$ cat src/rtl/uart_chan_pkg.sv
// Constants, field layouts and carrier types of the UART channel
package uart_chan_pkg;

   localparam int ADDR_W = 8;
   localparam logic [ADDR_W-1:0] ADDR_DATA = 8'h00;
   localparam logic [ADDR_W-1:0] ADDR_CTRL = 8'h04;
   localparam logic [ADDR_W-1:0] ADDR_BIT_RATE_DIVIDER = 8'h08;
   localparam logic [ADDR_W-1:0] ADDR_INT_EN = 8'h0c;
   localparam logic [ADDR_W-1:0] ADDR_INT_STAT = 8'h10;
   localparam logic [ADDR_W-1:0] ADDR_LINE_STAT = 8'h14;

   localparam logic [1:0] FUNC_UART = 2'h0;
   localparam logic [1:0] FUNC_LIN = 2'h1;
   localparam logic [1:0] FUNC_IRDA = 2'h2;
   localparam logic [1:0] FUNC_RS485 = 2'h3;

   localparam int IRQ_COUNT = 7;
   localparam int IRQ_TX_EMPTY = 0;
   localparam int IRQ_RX_THRESHOLD = 1;
   localparam int IRQ_LINE_STATUS = 2;
   localparam int IRQ_RX_TIMEOUT = 3;
   localparam int IRQ_MODEM_WAKE = 4;
   localparam int IRQ_BUF_ERR = 5;
   localparam int IRQ_LIN = 6;

   localparam int FIFO_DEPTH_CHAN0 = 64;
   localparam int FIFO_DEPTH_OTHER = 16;
   localparam int FIFO_DEPTH_MAX = 64;
   localparam int DATA_BITS = 8;
   localparam int CNT_W = 21;
   localparam logic [4:0] OVERSAMPLE = 5'h10;
   localparam logic [16:0] BRD_OFFSET = 17'h00002;
   localparam int DIV_X_MIN = 8;
   localparam int BRD_MIN_UNITY = 3;
   localparam int IRDA_PULSE_MUL = 3;
   localparam int IRDA_DEN_SHIFT = 4;
   localparam int IRDA_TURNAROUND_MS = 10;

   typedef struct packed {
      logic [3:0] pad_hi;
      logic [7:0] pad_mid;
      logic [7:0] timeout;
      logic [5:0] rx_trigger;
      logic [1:0] pad_lo;
      logic rts_level;
      logic auto_flow;
      logic parity_even;
      logic parity_en;
      logic [1:0] function_select;
   } ctrl_t;

   typedef struct packed {
      logic [1:0] pad_hi;
      logic div_x_en;
      logic div_x_one;
      logic [3:0] divider_x;
      logic [7:0] pad_lo;
      logic [15:0] bit_rate_divisor;
   } baud_t;

   typedef struct packed {
      logic [4:0] pad_hi;
      logic cts;
      logic rx_busy;
      logic tx_busy;
      logic [3:0] err;
      logic tx_full;
      logic tx_empty;
      logic rx_full;
      logic rx_empty;
      logic pad_mid;
      logic [6:0] tx_count;
      logic pad_lo;
      logic [6:0] rx_count;
   } line_stat_t;

   localparam int ERR_PARITY = 0;
   localparam int ERR_FRAME = 1;
   localparam int ERR_BREAK = 2;
   localparam int ERR_BUF = 3;
   localparam logic [31:0] CTRL_MASK = 32'h00fffc3f;
   localparam logic [31:0] BAUD_MASK = 32'h3f00ffff;
   localparam logic [31:0] CTRL_RESET = 32'h00000000;
   localparam logic [31:0] BAUD_RESET = 32'h00000000;

endpackage : uart_chan_pkg

$ cat src/rtl/uart_channel.sv
// One UART channel with APB registers, baud generator, LIN and IrDA modes, and RS-485 mode on channels 0 and 1
//
// Implementation choices: the register addresses and the APB interface to the registers.
`timescale 1ns/1ps
module uart_channel #(
   parameter int CHAN = 0,
   parameter int FIFO_DEPTH = (CHAN == 0) ? uart_chan_pkg::FIFO_DEPTH_CHAN0
                                          : uart_chan_pkg::FIFO_DEPTH_OTHER
) (
   // APB slave
   input wire logic pclk,
   input wire logic presetn,
   input wire logic psel,
   input wire logic penable,
   input wire logic pwrite,
   input wire logic [uart_chan_pkg::ADDR_W-1:0] paddr,
   input wire logic [31:0] pwdata,
   output logic [31:0] prdata,
   output logic pready,
   output logic pslverr,
   // Serial line
   input wire logic rxd,
   output logic txd,
   input wire logic cts_n,
   output logic chan_request_to_send_n,
   // Interrupt line
   input wire logic peer_irq,
   output logic irq
);
   import uart_chan_pkg::*;

   localparam int CW = $clog2(FIFO_DEPTH + 1);
   localparam bit HAS_FLOW = (CHAN < 2);
   localparam bit MERGE_PEER = (CHAN == 0);

   if (CHAN < 0 || CHAN > 2) begin : g_bad_chan
      $error("uart_channel: CHAN must be 0, 1 or 2");
   end
   if (FIFO_DEPTH < 2 || FIFO_DEPTH > FIFO_DEPTH_MAX) begin : g_bad_depth
      $error("uart_channel: FIFO_DEPTH out of range");
   end

   typedef enum logic [2:0] {TX_IDLE, TX_START, TX_DATA, TX_PARITY, TX_STOP} tx_state_t;
   typedef enum logic [2:0] {RX_IDLE, RX_START, RX_DATA, RX_PARITY, RX_STOP} rx_state_t;

   ////////////////////////////////////////////////////////////////////////////
   // Registers and APB decode

   ctrl_t ctrl;
   baud_t baud;
   logic [IRQ_COUNT-1:0] int_en;
   logic [IRQ_COUNT-1:0] int_stat;
   logic [3:0] err;

   wire access = psel && penable;
   wire done = access && pready;
   wire wr_done = done && pwrite;
   wire rd_done = done && !pwrite;
   wire sel_data = (paddr == ADDR_DATA);
   wire sel_ctrl = (paddr == ADDR_CTRL);
   wire sel_baud = (paddr == ADDR_BIT_RATE_DIVIDER);
   wire sel_int_en = (paddr == ADDR_INT_EN);
   wire sel_int_stat = (paddr == ADDR_INT_STAT);
   wire sel_line = (paddr == ADDR_LINE_STAT);
   wire mapped = sel_data || sel_ctrl || sel_baud || sel_int_en || sel_int_stat || sel_line;

   wire lin_mode = (ctrl.function_select == FUNC_LIN);
   wire irda_mode = (ctrl.function_select == FUNC_IRDA);
   wire rs485_mode = (ctrl.function_select == FUNC_RS485);
   // UART and RS-485 share the plain framing path
   wire par_en = ctrl.parity_en && !lin_mode;

   ////////////////////////////////////////////////////////////////////////////
   // FIFOs

   logic tx_push;
   logic tx_pop;
   logic [7:0] tx_dout;
   logic [CW-1:0] tx_count;
   logic tx_full;
   logic tx_empty;
   logic rx_push;
   logic [7:0] rx_din;
   logic [7:0] rx_dout;
   logic [CW-1:0] rx_count;
   logic rx_full;
   logic rx_empty;

   assign tx_push = wr_done && sel_data;
   wire rx_pop = rd_done && sel_data;

   // Depth follows the channel number
   uart_fifo #(.WIDTH(DATA_BITS), .DEPTH(FIFO_DEPTH)) u_tx_fifo (
      .pclk(pclk), .presetn(presetn), .push(tx_push), .din(pwdata[DATA_BITS-1:0]),
      .pop(tx_pop), .dout(tx_dout), .count(tx_count), .full(tx_full), .empty(tx_empty)
   );
   uart_fifo #(.WIDTH(DATA_BITS), .DEPTH(FIFO_DEPTH)) u_rx_fifo (
      .pclk(pclk), .presetn(presetn), .push(rx_push), .din(rx_din),
      .pop(rx_pop), .dout(rx_dout), .count(rx_count), .full(rx_full), .empty(rx_empty)
   );

   ////////////////////////////////////////////////////////////////////////////
   // Baud generator: clocks per bit is M * (divisor + 2)

   wire [4:0] mult = !baud.div_x_en ? OVERSAMPLE
                   : baud.div_x_one ? 5'h01
                   : {1'b0, baud.divider_x} + 5'h01;
   wire [16:0] brd_plus = {1'b0, baud.bit_rate_divisor} + BRD_OFFSET;
   wire [CNT_W-1:0] bit_clocks = CNT_W'({16'h0000, mult} * {4'h0, brd_plus});
   wire [CNT_W-1:0] bit_last = bit_clocks - 1'b1;
   wire [CNT_W-1:0] half_bit = bit_clocks >> 1;
   wire [CNT_W+1:0] triple = {bit_clocks, 1'b0} + {2'b00, bit_clocks};
   wire [CNT_W-1:0] irda_raw = CNT_W'(triple >> IRDA_DEN_SHIFT);
   wire [CNT_W-1:0] irda_len = (irda_raw == '0) ? CNT_W'(1) : irda_raw;
   wire [CNT_W-1:0] stretch_len = bit_clocks - (bit_clocks >> 2);

   ////////////////////////////////////////////////////////////////////////////
   // Input synchronisers

   logic rx_meta;
   logic rx_sync;
   logic rx_sync_d;
   logic cts_meta;
   logic cts_sync;
   logic cts_sync_d;

   always_ff @(posedge pclk or negedge presetn) begin
      if (!presetn) begin
         {rx_meta, rx_sync, rx_sync_d} <= 3'h7;
         {cts_meta, cts_sync, cts_sync_d} <= 3'h7;
      end else begin
         {rx_meta, rx_sync, rx_sync_d} <= {rxd, rx_meta, rx_sync};
         {cts_meta, cts_sync, cts_sync_d} <= {cts_n, cts_meta, cts_sync};
      end
   end

   ////////////////////////////////////////////////////////////////////////////
   // Transmitter

   tx_state_t tx_state;
   tx_state_t next_tx_state;
   logic [CNT_W-1:0] tx_cnt;
   logic [2:0] tx_bit;
   logic [7:0] tx_shift;
   logic tx_par;
   logic tx_level;

   wire tx_busy = (tx_state != TX_IDLE);
   wire tx_bit_end = (tx_cnt == bit_last);
   wire cts_ok = !(HAS_FLOW && ctrl.auto_flow && cts_sync);
   assign tx_pop = (tx_state == TX_IDLE) && !tx_empty && cts_ok;

   always_comb begin
      next_tx_state = tx_state;
      tx_level = 1'b1;
      case (tx_state)
         TX_IDLE: begin
            if (tx_pop) next_tx_state = TX_START;
         end
         TX_START: begin
            tx_level = 1'b0;
            if (tx_bit_end) next_tx_state = TX_DATA;
         end
         TX_DATA: begin
            tx_level = tx_shift[0];
            if (tx_bit_end && tx_bit == 3'h7) next_tx_state = par_en ? TX_PARITY : TX_STOP;
         end
         TX_PARITY: begin
            tx_level = tx_par;
            if (tx_bit_end) next_tx_state = TX_STOP;
         end
         TX_STOP: begin
            if (tx_bit_end) next_tx_state = TX_IDLE;
         end
         default: next_tx_state = TX_IDLE;
      endcase
   end

   // IrDA sends a short high pulse for each zero bit, idling low
   wire next_txd = irda_mode ? (tx_busy && !tx_level && tx_cnt < irda_len) : tx_level;

   always_ff @(posedge pclk or negedge presetn) begin
      if (!presetn) begin
         tx_state <= TX_IDLE;
         tx_cnt <= '0;
         tx_bit <= '0;
         tx_shift <= '0;
         tx_par <= 1'b0;
         txd <= 1'b1;
      end else begin
         tx_state <= next_tx_state;
         txd <= next_txd;
         tx_cnt <= (!tx_busy || tx_bit_end) ? '0 : tx_cnt + 1'b1;
         if (tx_pop) begin
            tx_shift <= tx_dout;
            tx_par <= ctrl.parity_even ? ^tx_dout : ~^tx_dout;
            tx_bit <= '0;
         end else if (tx_state == TX_DATA && tx_bit_end) begin
            tx_shift <= {1'b0, tx_shift[7:1]};
            tx_bit <= tx_bit + 1'b1;
         end
      end
   end

   ////////////////////////////////////////////////////////////////////////////
   // Receiver

   rx_state_t rx_state;
   rx_state_t next_rx_state;
   logic [CNT_W-1:0] rx_cnt;
   logic [CNT_W-1:0] stretch;
   logic [2:0] rx_bit;
   logic [7:0] rx_shift;
   logic rx_par;
   logic rx_prev;

   // Receiver is blind while the IrDA encoder sends
   wire rx_line = irda_mode ? (tx_busy || stretch == '0) : rx_sync;
   wire rx_busy = (rx_state != RX_IDLE);
   wire rx_hit = (rx_state == RX_START) ? (rx_cnt == half_bit) : (rx_cnt == bit_last);
   wire stop_hit = (rx_state == RX_STOP) && rx_hit;
   wire par_exp = ctrl.parity_even ? ^rx_shift : ~^rx_shift;
   wire got_parity_err = stop_hit && par_en && (rx_par != par_exp);
   wire got_frame_err = stop_hit && !rx_line;
   wire got_break = got_frame_err && (rx_shift == '0) && !(par_en && rx_par);
   assign rx_push = stop_hit;
   assign rx_din = rx_shift;

   always_comb begin
      next_rx_state = rx_state;
      case (rx_state)
         RX_IDLE: begin
            if (rx_prev && !rx_line) next_rx_state = RX_START;
         end
         RX_START: begin
            if (rx_hit) next_rx_state = rx_line ? RX_IDLE : RX_DATA;
         end
         RX_DATA: begin
            if (rx_hit && rx_bit == 3'h7) next_rx_state = par_en ? RX_PARITY : RX_STOP;
         end
         RX_PARITY: begin
            if (rx_hit) next_rx_state = RX_STOP;
         end
         RX_STOP: begin
            if (rx_hit) next_rx_state = RX_IDLE;
         end
         default: next_rx_state = RX_IDLE;
      endcase
   end

   always_ff @(posedge pclk or negedge presetn) begin
      if (!presetn) begin
         rx_state <= RX_IDLE;
         rx_cnt <= '0;
         rx_bit <= '0;
         rx_shift <= '0;
         rx_par <= 1'b0;
         rx_prev <= 1'b1;
      end else begin
         rx_state <= next_rx_state;
         rx_prev <= rx_line;
         rx_cnt <= (!rx_busy || rx_hit) ? '0 : rx_cnt + 1'b1;
         if (rx_state == RX_START) rx_bit <= '0;
         if (rx_state == RX_DATA && rx_hit) begin
            rx_shift <= {rx_line, rx_shift[7:1]};
            rx_bit <= rx_bit + 1'b1;
         end
         if (rx_state == RX_PARITY && rx_hit) rx_par <= rx_line;
      end
   end

   // Stretch each IrDA receive pulse so the mid-bit sample sees it
   always_ff @(posedge pclk or negedge presetn) begin
      if (!presetn) stretch <= '0;
      else if (rx_sync && !rx_sync_d) stretch <= stretch_len;
      else if (stretch != '0) stretch <= stretch - 1'b1;
   end

   ////////////////////////////////////////////////////////////////////////////
   // Receive timeout, counted in bit times

   logic [CNT_W-1:0] tick_cnt;
   logic [7:0] idle_bits;
   logic timeout_fired;

   wire bit_tick = (tick_cnt == bit_last);
   wire idle_reset = rx_empty || rx_busy || rx_push || rx_pop;
   wire timeout_hit = !idle_reset && !timeout_fired && ctrl.timeout != '0
                      && idle_bits == ctrl.timeout;

   always_ff @(posedge pclk or negedge presetn) begin
      if (!presetn) begin
         tick_cnt <= '0;
         idle_bits <= '0;
         timeout_fired <= 1'b0;
      end else begin
         tick_cnt <= bit_tick ? '0 : tick_cnt + 1'b1;
         if (idle_reset) begin
            idle_bits <= '0;
            timeout_fired <= 1'b0;
         end else begin
            if (bit_tick && idle_bits != ctrl.timeout) idle_bits <= idle_bits + 1'b1;
            if (timeout_hit) timeout_fired <= 1'b1;
         end
      end
   end

   ////////////////////////////////////////////////////////////////////////////
   // Interrupt and error status

   logic [IRQ_COUNT-1:0] irq_set;
   logic [3:0] err_set;
   wire rx_over = rx_push && rx_full;
   wire tx_over = tx_push && tx_full;
   wire rx_at_trigger = !rx_empty && ({{(8 - CW){1'b0}}, rx_count} >= {2'h0, ctrl.rx_trigger});

   always_comb begin
      irq_set = '0;
      irq_set[IRQ_TX_EMPTY] = tx_empty;
      irq_set[IRQ_RX_THRESHOLD] = rx_at_trigger;
      irq_set[IRQ_LINE_STATUS] = got_parity_err || got_frame_err || got_break;
      irq_set[IRQ_RX_TIMEOUT] = timeout_hit;
      irq_set[IRQ_MODEM_WAKE] = HAS_FLOW && (cts_sync != cts_sync_d);
      irq_set[IRQ_BUF_ERR] = rx_over || tx_over;
      irq_set[IRQ_LIN] = lin_mode && got_break;
      err_set = '0;
      err_set[ERR_PARITY] = got_parity_err;
      err_set[ERR_FRAME] = got_frame_err;
      err_set[ERR_BREAK] = got_break;
      err_set[ERR_BUF] = rx_over || tx_over;
   end

   // Write one to clear; a new event in the same cycle wins
   wire [IRQ_COUNT-1:0] irq_clr = (wr_done && sel_int_stat) ? pwdata[IRQ_COUNT-1:0] : '0;
   wire line_stat_t line_wr = line_stat_t'(pwdata);
   wire [3:0] err_clr = (wr_done && sel_line) ? line_wr.err : '0;
   wire own_irq = |(int_stat & int_en);
   wire next_irq = own_irq || (MERGE_PEER && peer_irq);

   ////////////////////////////////////////////////////////////////////////////
   // Register file and read mux

   line_stat_t line_stat;
   always_comb begin
      line_stat = '0;
      line_stat.rx_count = 7'(rx_count);
      line_stat.tx_count = 7'(tx_count);
      line_stat.rx_empty = rx_empty;
      line_stat.rx_full = rx_full;
      line_stat.tx_empty = tx_empty;
      line_stat.tx_full = tx_full;
      line_stat.err = err;
      line_stat.tx_busy = tx_busy;
      line_stat.rx_busy = rx_busy;
      line_stat.cts = HAS_FLOW && !cts_sync;
   end

   wire [31:0] rdata = sel_data ? {24'h000000, rx_empty ? 8'h00 : rx_dout}
                     : sel_ctrl ? 32'(ctrl)
                     : sel_baud ? 32'(baud)
                     : sel_int_en ? {25'h0000000, int_en}
                     : sel_int_stat ? {25'h0000000, int_stat}
                     : sel_line ? 32'(line_stat)
                     : 32'h00000000;

   // Request-to-send: direction enable, auto flow, or software level
   wire next_rts_n = !HAS_FLOW ? 1'b1
                   : rs485_mode ? !tx_busy
                   : ctrl.auto_flow ? rx_at_trigger
                   : !ctrl.rts_level;

   always_ff @(posedge pclk or negedge presetn) begin
      if (!presetn) begin
         ctrl <= ctrl_t'(CTRL_RESET);
         baud <= baud_t'(BAUD_RESET);
         int_en <= '0;
         int_stat <= '0;
         err <= '0;
         irq <= 1'b0;
         chan_request_to_send_n <= 1'b1;
      end else begin
         if (wr_done && sel_ctrl) ctrl <= ctrl_t'(pwdata & CTRL_MASK);
         if (wr_done && sel_baud) baud <= baud_t'(pwdata & BAUD_MASK);
         if (wr_done && sel_int_en) int_en <= pwdata[IRQ_COUNT-1:0];
         int_stat <= (int_stat & ~irq_clr) | irq_set;
         err <= (err & ~err_clr) | err_set;
         irq <= next_irq;
         chan_request_to_send_n <= next_rts_n;
      end
   end

   // One wait state: pready rises in the second access cycle
   always_ff @(posedge pclk or negedge presetn) begin
      if (!presetn) begin
         pready <= 1'b0;
         pslverr <= 1'b0;
         prdata <= '0;
      end else begin
         pready <= access && !pready;
         pslverr <= access && !pready && !mapped;
         if (access && !pready && !pwrite) prdata <= rdata;
      end
   end
endmodule : uart_channel

$ cat src/rtl/uart_fifo.sv
// Byte FIFO with occupancy count
`timescale 1ns/1ps
module uart_fifo #(
   parameter int WIDTH = 8,
   parameter int DEPTH = 16,
   localparam int AW = (DEPTH > 1) ? $clog2(DEPTH) : 1,
   localparam int CW = $clog2(DEPTH + 1)
) (
   // Clock and reset
   input wire logic pclk,
   input wire logic presetn,
   // Write side
   input wire logic push,
   input wire logic [WIDTH-1:0] din,
   // Read side
   input wire logic pop,
   output logic [WIDTH-1:0] dout,
   // Occupancy
   output logic [CW-1:0] count,
   output logic full,
   output logic empty
);
   logic [WIDTH-1:0] mem [DEPTH];
   logic [AW-1:0] wr_ptr;
   logic [AW-1:0] rd_ptr;
   wire do_push = push && !full;
   wire do_pop = pop && !empty;
   wire [AW-1:0] last = AW'(DEPTH - 1);

   assign full = (count == CW'(DEPTH));
   assign empty = (count == '0);
   assign dout = mem[rd_ptr];

   always_ff @(posedge pclk) begin
      if (do_push) mem[wr_ptr] <= din;
   end

   always_ff @(posedge pclk or negedge presetn) begin
      if (!presetn) begin
         wr_ptr <= '0;
         rd_ptr <= '0;
         count <= '0;
      end else begin
         if (do_push) wr_ptr <= (wr_ptr == last) ? '0 : wr_ptr + 1'b1;
         if (do_pop) rd_ptr <= (rd_ptr == last) ? '0 : rd_ptr + 1'b1;
         if (do_push && !do_pop) count <= count + 1'b1;
         else if (do_pop && !do_push) count <= count - 1'b1;
      end
   end
endmodule : uart_fifo

$ cat config.mk
export PLATFORM = sky130hd
export DESIGN_NAME = uart_channel
export DESIGN_NICKNAME = d
export VERILOG_FILES = /design/src/rtl/uart_chan_pkg.sv /design/src/rtl/uart_channel.sv /design/src/rtl/uart_fifo.sv
export SDC_FILE = /design/constraint.sdc
export NUM_CORES = 2
export LEC_CHECK = 0
export ABC_AREA = 1
export BUFFER_PORTS_ARGS = -buffer_cell sky130_fd_sc_hd__clkbuf_2
export CORE_AREA = 4 4 380 419
export CTS_CLUSTER_DIAMETER = 80
export DETAILED_ROUTE_END_ITERATION = 10
export DIE_AREA = 0 0 384 423
export PLACE_DENSITY = 0.59
export SYNTH_ARGS = -nofsm -noshare
export SYNTH_HDL_FRONTEND = slang
export SYNTH_SLANG_ARGS = --single-unit
$ cat constraint.sdc
create_clock -name pclk -period 8.7 [get_ports pclk]
set_clock_uncertainty 0.2 [all_clocks]
set_input_delay 2.61 -clock pclk [delete_from_list [all_inputs] [get_ports pclk]]
set_output_delay 2.61 -clock pclk [all_outputs]
set_load 0.02 [all_outputs]
# --- After elaboration in Yosys (flattened, before gate mapping) ---
# Memories as Yosys holds them, arrays and structs flattened.
# Cells that the tools add are included.
op_classes:
  addsub: 20
  multipliers: 1
  magnitude_cmp: 2
  n_eq_ne: 42
  muxes: 61
  n_bitwise: 7
  n_reduce_logical: 114
ops:
  columns: ["cell", "n"]
  rows:
  - ["2-to-1 mux 21 bit", 5]
  - ["2-to-1 mux 30 bit", 3]
  - ["2-to-1 mux 27 bit", 3]
  - ["adder 21 x 1 -> 21 bit, second input constant", 3]
  - ["equality test 21 bit", 3]
  - ["logical AND 1 bit", 50]
  - ["2-to-1 mux 3 bit", 15]
  - ["zero test 21 bit", 2]
  - ["subtractor 21 x 1 -> 21 bit, second input constant", 2]
  - ["2-to-1 mux 8 bit", 5]
  - ["2-to-1 mux 7 bit", 5]
  - ["case mux 3 bit (5 select lines)", 2]
  - ["adder 6 x 1 -> 6 bit, second input constant", 4]
  - ["equality test 6 bit, second input constant", 4]
  - ["2-to-1 mux 6 bit", 4]
  - ["adder 22 x 21 -> 23 bit", 1]
  - ["zero test 1 bit", 23]
  - ["equality test 21 x 20 -> 1 bit", 1]
  - ["< comparator 21 x 19 -> 1 bit", 1]
  - ["multiplier 5 x 17 -> 21 bit", 1]
  - ["nonzero test 21 bit", 1]
  - ["subtractor 21 x 19 -> 21 bit", 1]
  - ["2-to-1 mux 19 bit", 1]
  - ["!= test 2 bit, second input constant", 9]
  - ["other kinds (42)", 98]
totals:
  ff_bits: 265
  mem_bits_rw: 1024
  in_bits: 48
  out_inout_bits: 37
  word_cells: 297
  n_memories: 2
memory_table:
  columns: ["name", "depth", "width", "rd", "rd_ports_with_merged_regs", "write_ports", "line", "source"]
  rows:
  - ["u_rx_fifo.mem", 64, 8, 1, 0, 1, "uart_fifo.sv:23", "logic [WIDTH-1:0] mem [DEPTH];"]
  - ["u_tx_fifo.mem", 64, 8, 1, 0, 1, "uart_fifo.sv:23", null]

# --- Logic depth before layout (Yosys ltp) ---
depth:
  depth_word: 16
  depth_mapped: 55
  ltp_nobuf: 52

# --- Cells and area by module ---
# A second synthesis with hierarchy kept.
hier_totals:
  cells_unflattened: 7148
  area_unflattened_um2: 65003.6
by_module_without_submodules:
  columns: ["module", "n_inst", "cells_per_inst", "area_per_inst_um2", "seq_area_each_um2"]
  rows:
  - ["uart_fifo (u_rx_fifo)", 1, 2222, 23214.8, 15850.2]
  - ["uart_fifo (u_tx_fifo)", 1, 2211, 22935.7, 15850.2]
  - ["uart_channel", 1, 2715, 18853.1, 5641.7]

# --- Worst setup path after synthesis ---
# No wires, ideal clock.
synth_timing:
  path_type: "flip-flop to flip-flop"
  start: "reg baud[24] (netlist name)"
  end: "reg u_rx_fifo.count[6]"
  arrival_time_ns: 7.363
  required_time_ns: 8.377
  path_slack_ns: 1.015
  path_stages_with_launch: 49
  synth_period_minus_slack_ns: 7.685
  path_cell_list: "dfrtp_1 ha_1 nand2_1 o31ai_1 clkbuf_1 nand2_1 fa_1 fa_1 fa_1 inv_1 ha_1 buf_4 or2_1 nand3_1 nand2_1 xnor2_1 ha_1 nand2_1 (+13 left out) nand4_1 nor2_2 nand3_2 nor2_4 buf_8 ha_1 inv_1 ha_1 inv_1 o31ai_1 inv_1 nor2_1 nor2_1 nor2_1 nor2_1 nand2_1 nand3_1 xor2_1"
synth_between:
  elab_chain_len: 12
  elab_cells_between_ends: 15
synth_lines:
  columns: ["item", "line", "source"]
  rows:
  - ["start: declaration", "uart_channel.sv:50", "baud_t baud;"]
  - ["start signal: assignment", "uart_channel.sv:375", "baud <= baud_t'(BAUD_RESET);"]
  - ["start signal: assignment", "uart_channel.sv:383", "if (wr_done && sel_baud) baud <= baud_t'(pwdata & BAUD_MASK);"]
  - ["adder 4 x 1 -> 5 bit *", "uart_channel.sv:107", ": {1'b0, baud.divider_x} + 5'h01;"]
  - ["2-to-1 mux 5 bit *", "uart_channel.sv:106", ": baud.div_x_one ? 5'h01"]
  - ["2-to-1 mux 5 bit *", "uart_channel.sv:105", "wire [4:0] mult = !baud.div_x_en ? OVERSAMPLE"]
  - ["multiplier 5 x 17 -> 21 bit *", "uart_channel.sv:109", "wire [CNT_W-1:0] bit_clocks = CNT_W'({16'h0000, mult} * {4'h0, brd_plus});"]
  - ["subtractor 21 x 1 -> 21 bit", "uart_channel.sv:110", "wire [CNT_W-1:0] bit_last = bit_clocks - 1'b1;"]
  - ["equality test 21 bit", "uart_channel.sv:220", "wire rx_hit = (rx_state == RX_START) ? (rx_cnt == half_bit) : (rx_cnt == bit_last);"]
  - ["2-to-1 mux 1 bit *", "uart_channel.sv:220", null]
  - ["logical AND 1 bit *", "uart_channel.sv:221", "wire stop_hit = (rx_state == RX_STOP) && rx_hit;"]
  - ["logical AND 1 bit *", "uart_fifo.sv:26", "wire do_push = push && !full;"]
  - ["net u_rx_fifo.do_push", "uart_fifo.sv:26", null]
  - ["zero test 1 bit", "uart_fifo.sv:47", "else if (do_pop && !do_push) count <= count - 1'b1;"]
  - ["logical AND 1 bit", "uart_fifo.sv:47", null]
  - ["nonzero test 2 bit (no line)", null, null]
  - ["end signal: assignment", "uart_fifo.sv:46", "if (do_push && !do_pop) count <= count + 1'b1;"]
  - ["end signal: assignment", "uart_fifo.sv:47", null]
  - ["end: declaration", "uart_fifo.sv:19", "output logic [CW-1:0] count,"]
# The timed path passes the listed nets; every way through them passes the cells marked *.
# A chain may end at the register's enable or synchronous reset.

# --- Worst setup path after layout ---
layout_timing:
  start: "reg baud[2] (netlist name)"
  end: "reg u_rx_fifo.count[6]"
layout_between:
  elab_chain_len: 10
  elab_cells_between_ends: 13
layout_lines:
  columns: ["item", "line", "source"]
  rows:
  - ["adder 16 x 2 -> 17 bit *", "uart_channel.sv:108", "wire [16:0] brd_plus = {1'b0, baud.bit_rate_divisor} + BRD_OFFSET;"]
  - ["multiplier 5 x 17 -> 21 bit *", "uart_channel.sv:109", null]
  - ["subtractor 21 x 1 -> 21 bit", "uart_channel.sv:110", null]
  - ["equality test 21 bit", "uart_channel.sv:220", null]
  - ["2-to-1 mux 1 bit *", "uart_channel.sv:220", null]
  - ["logical AND 1 bit *", "uart_channel.sv:221", null]
  - ["logical AND 1 bit *", "uart_fifo.sv:26", null]
  - ["zero test 1 bit", "uart_fifo.sv:47", null]
  - ["logical AND 1 bit", "uart_fifo.sv:47", null]
  - ["nonzero test 2 bit (no line)", null, null]
# Every way passes the cells marked *; elsewhere a longest branch is shown, timed or not.

==> impl_metrics.json <==
{
  "status": "finished, final reports clean",
  "cp_common_cell": "nand2_1",
  "antenna_found_initial": 9,
  "core_area_mm2": 0.1554,
  "dpl.cell_count": 8242,
  "min_path_type": "register to register",
  "grt_pass1_wl_um": 256500,
  "path_max_fanout": 6,
  "drv_cap": 0,
  "grt_use_total": 0.2044,
  "cts-root-buf": "clkbuf_16",
  "synth_ff_type": "edfxtp_1",
  "drc_errors": 0,
  "drv_slew": 0,
  "stdcell_count": 8495,
  "power.density_mw_per_mm2": 228.9,
  "numClockSinks": 1287,
  "ys_seq_area_frac": 0.6067,
  "start_util": 0.3961,
  "synth_largest_area_cell": "edfxtp_1",
  "overflow": 0,
  "cp_slowest_cell": "fa_1",
  "hold_viol": 0,
  "cts.path.max_buffers": 3,
  "rr_worst_depth": 43,
  "dp_slack_ps": 526.0,
  "power.leakage_nw": 26.41,
  "dp_hpwl_um": 109400,
  "ys_ff_latch": 1287,
  "drt_iter0_drc": 3906,
  "drive_above_1_share": 0.09089,
  "synth_edf_count": 1024,
  "relSlewSlack": 0.1522,
  "wl_per_cell_um": 19.91,
  "drt_wl_total_um": 169200,
  "via_count": 45380,
  "finalSetupViolations": 0,
  "endpoint": "u_rx_fifo.count[6]",
  "finalCritPeriodShare": 0.9189,
  "synthCells": 6172,
  "area_growth_pct": 13.00,
  "pin_count": 85,
  "ys_types": 70,
  "grt_pass1_vias": 43220,
  "power_mw": 15.92,
  "clock_latency_ps": 780,
  "synthArstFlopShare": 0.2044,
  "slowest_delay_ps": 540,
  "nFillCells": 14700,
  "ant_nets": 0,
  "portBuffers": 80,
  "worstReg2RegStart": "baud[2]",
  "first_pass_iters": 6,
  "std_cell_rows": 152,
  "setup_ws_ps": 705.7,
  "die-area_mm2": 0.1624,
  "startpoint_type": "register",
  "path_clk_slew_ps": 60,
  "vias_per_cell": 5.342,
  "gp_congestion": 0.9041,
  "crit_start": "baud[2]",
  "die_h_um": 423,
  "worstSetupPathType": "register to register",
  "crit_required_ps": 9170,
  "tightest_slew_ps": 1269,
  "ctsHoldBuffers": 0,
  "r2r_slack_ps": 710,
  "vdd_drop_max_uv": 172.3,
  "avgSynthCellArea_um2": 9.973,
  "cts_tree": "done",
  "ys_top_cells_by_area": "edfxtp_1, dfrtp_1, nand2_1",
  "grt_max_degree": 140,
  "period_minus_slack_ps": 7994,
  "worst_ep_arrival_time_ps": 8460,
  "die_w_um": 384,
  "cp-end-kind": "register",
  "timing.rr.end": "u_rx_fifo.count[6]",
  "htreeDepth": 4,
  "synth_area_mm2": 0.06155,
  "cts_made_buffers": 135,
  "nNetsFinal": 6518,
  "synth_top_area_frac": 0.4996,
  "yosysWarnings": 0,
  "fmax_mhz": 125.1
}
==> state kept, by name, summed over array words and instances, names as in the netlist, 7 cells and up <==
name,flops
u_rx_fifo.mem,512
u_tx_fifo.mem,512
prdata,30
baud,22
rx_cnt,21
stretch,21
tick_cnt,21
tx_cnt,21
ctrl,20
idle_bits,8
rx_din,8
tx_shift,8
int_en,7
int_stat,7
u_rx_fifo.count,7
u_tx_fifo.count,7
==> area by class of cell <==
class                           count  area [um^2]  share of cell area
Antenna cell                        2        5.005          0.00007196
Clock buffer                      174         3647             0.05244
Clock inverter                     72        909.6             0.01308
Timing Repair Buffer              250         1737             0.02497
Tap cell                         2079         2601             0.03740
Multi-Input combinational cell   4116        21340              0.3069
Sequential cell                  1287        37370              0.5372
Inverter                          515         1943             0.02794
==> cell families (layout without fill, tap and decap cells) <==
logic type / count (synthesis) / in the layout / share of synthesized area
AND/OR/NAND/NOR: 2587 / 2587 / 0.1744
flip-flops: 1287 / 1287 / 0.6067
AO/OA/AOI/OAI: 1234 / 1234 / 0.1126
buffers and inverters: 770 / 1011 / 0.04747
adder cells (fa/ha/maj): 165 / 165 / 0.03927
XOR/XNOR: 115 / 115 / 0.01728
multiplexers: 13 / 13 / 0.002256
other: 1 / 4 / 0.00006092
==> per-layer routing <==
layer  track usage  routed length, um
met1        0.2883              74660
met2        0.3173              76780
met3       0.04216              12860
met4       0.06411               4816
met5             0                 41
==> synth_stat cells (11+ instances only) <==
cell type and n:
inv_1 496, a221oi_1 13, nand2_2 29, xnor2_1 26
o21ai_0 668, a31oi_1 13, dfrtp_1 254, o211ai_1 22
xor2_1 83, nor2_1 953, a32oi_1 15, nand2_1 1154
clkbuf_1 238, fa_1 47, o22ai_1 254, or2_2 11
ha_1 118, nor3_1 87, nand4_1 53, nor3b_1 24
a211oi_1 17, a21oi_1 163, nor4_1 21, o31ai_1 13
edfxtp_1 1024, nand3_1 203
==> power breakdown <==
group | total [mW] | leakage (nW) | internal, mW | switching [mW]
registers | 6.92 | 12.2 | 6.74 | 0.181
clock network | 5.89 | 2.22 | 3.40 | 2.49
logic | 3.11 | 12.0 | 0.894 | 2.22
total | 15.9 | 26.4 | 11.0 | 4.89
==> how the worst min path moves through the flow <==
stage               startpoint  slack [ps]        to  depth (start not counted)
floorplan             cts_meta         150  cts_sync                          0
global placement       rx_meta         150   rx_sync                          0
detailed placement     rx_meta         150   rx_sync                          0
CTS                   cts_meta         160  cts_sync                          0
global route          cts_meta         170  cts_sync                          0
finish                cts_meta         160  cts_sync                          0
==> critical path, delay by kind of cell (launching register included) <==
family	cells	cell delay (ps)
buffers and inverters	7	440
DFF	1	420
and+or+nand+nor	24	2940
adders and majority gates	7	2530
AOI/OAI and AO/OA	2	570
xor gates and xnor gates	3	770
==> repair_timing <==
action | CTS | global route
buffers inserted | 0 | 5
endpoints found under the setup margin | 0 | 2
resized for setup | 0 | 10
==> placed cells by master (no fill, tap or decap), types with 29 or more instances in the layout <==
cell type and instances:
nand2_1 1154, edfxtp_1 1024, nor2_1 952, o21ai_0 668, inv_1 488, o22ai_1 254
dfrtp_1 241, nand3_1 203, buf_4 166, a21oi_1 161, clkbuf_16 139, ha_1 118
nor3_1 87, xor2_1 81, clkbuf_2 79, nand4_1 53, fa_1 47, clkbuf_1 30
nand2_2 29
==> through the flow <==
| stage | area, um^2 | util | hold slack (ps) | TNS (ps) |
|---|---|---|---|---|
| global placement | 64910 | 0.4178 | 148.3 | 0 |
| global route | 69550 | 0.4476 | 165.4 | -11.95 |
| floorplan | 61560 | - | 145.2 | 0 |
| detailed placement | 64910 | 0.4178 | 147.5 | 0 |
| CTS | 69470 | 0.4471 | 161.4 | 0 |
| finish | 69550 | 0.4476 | 158.7 | 0 |
Power figures use the tool's default switching activity.
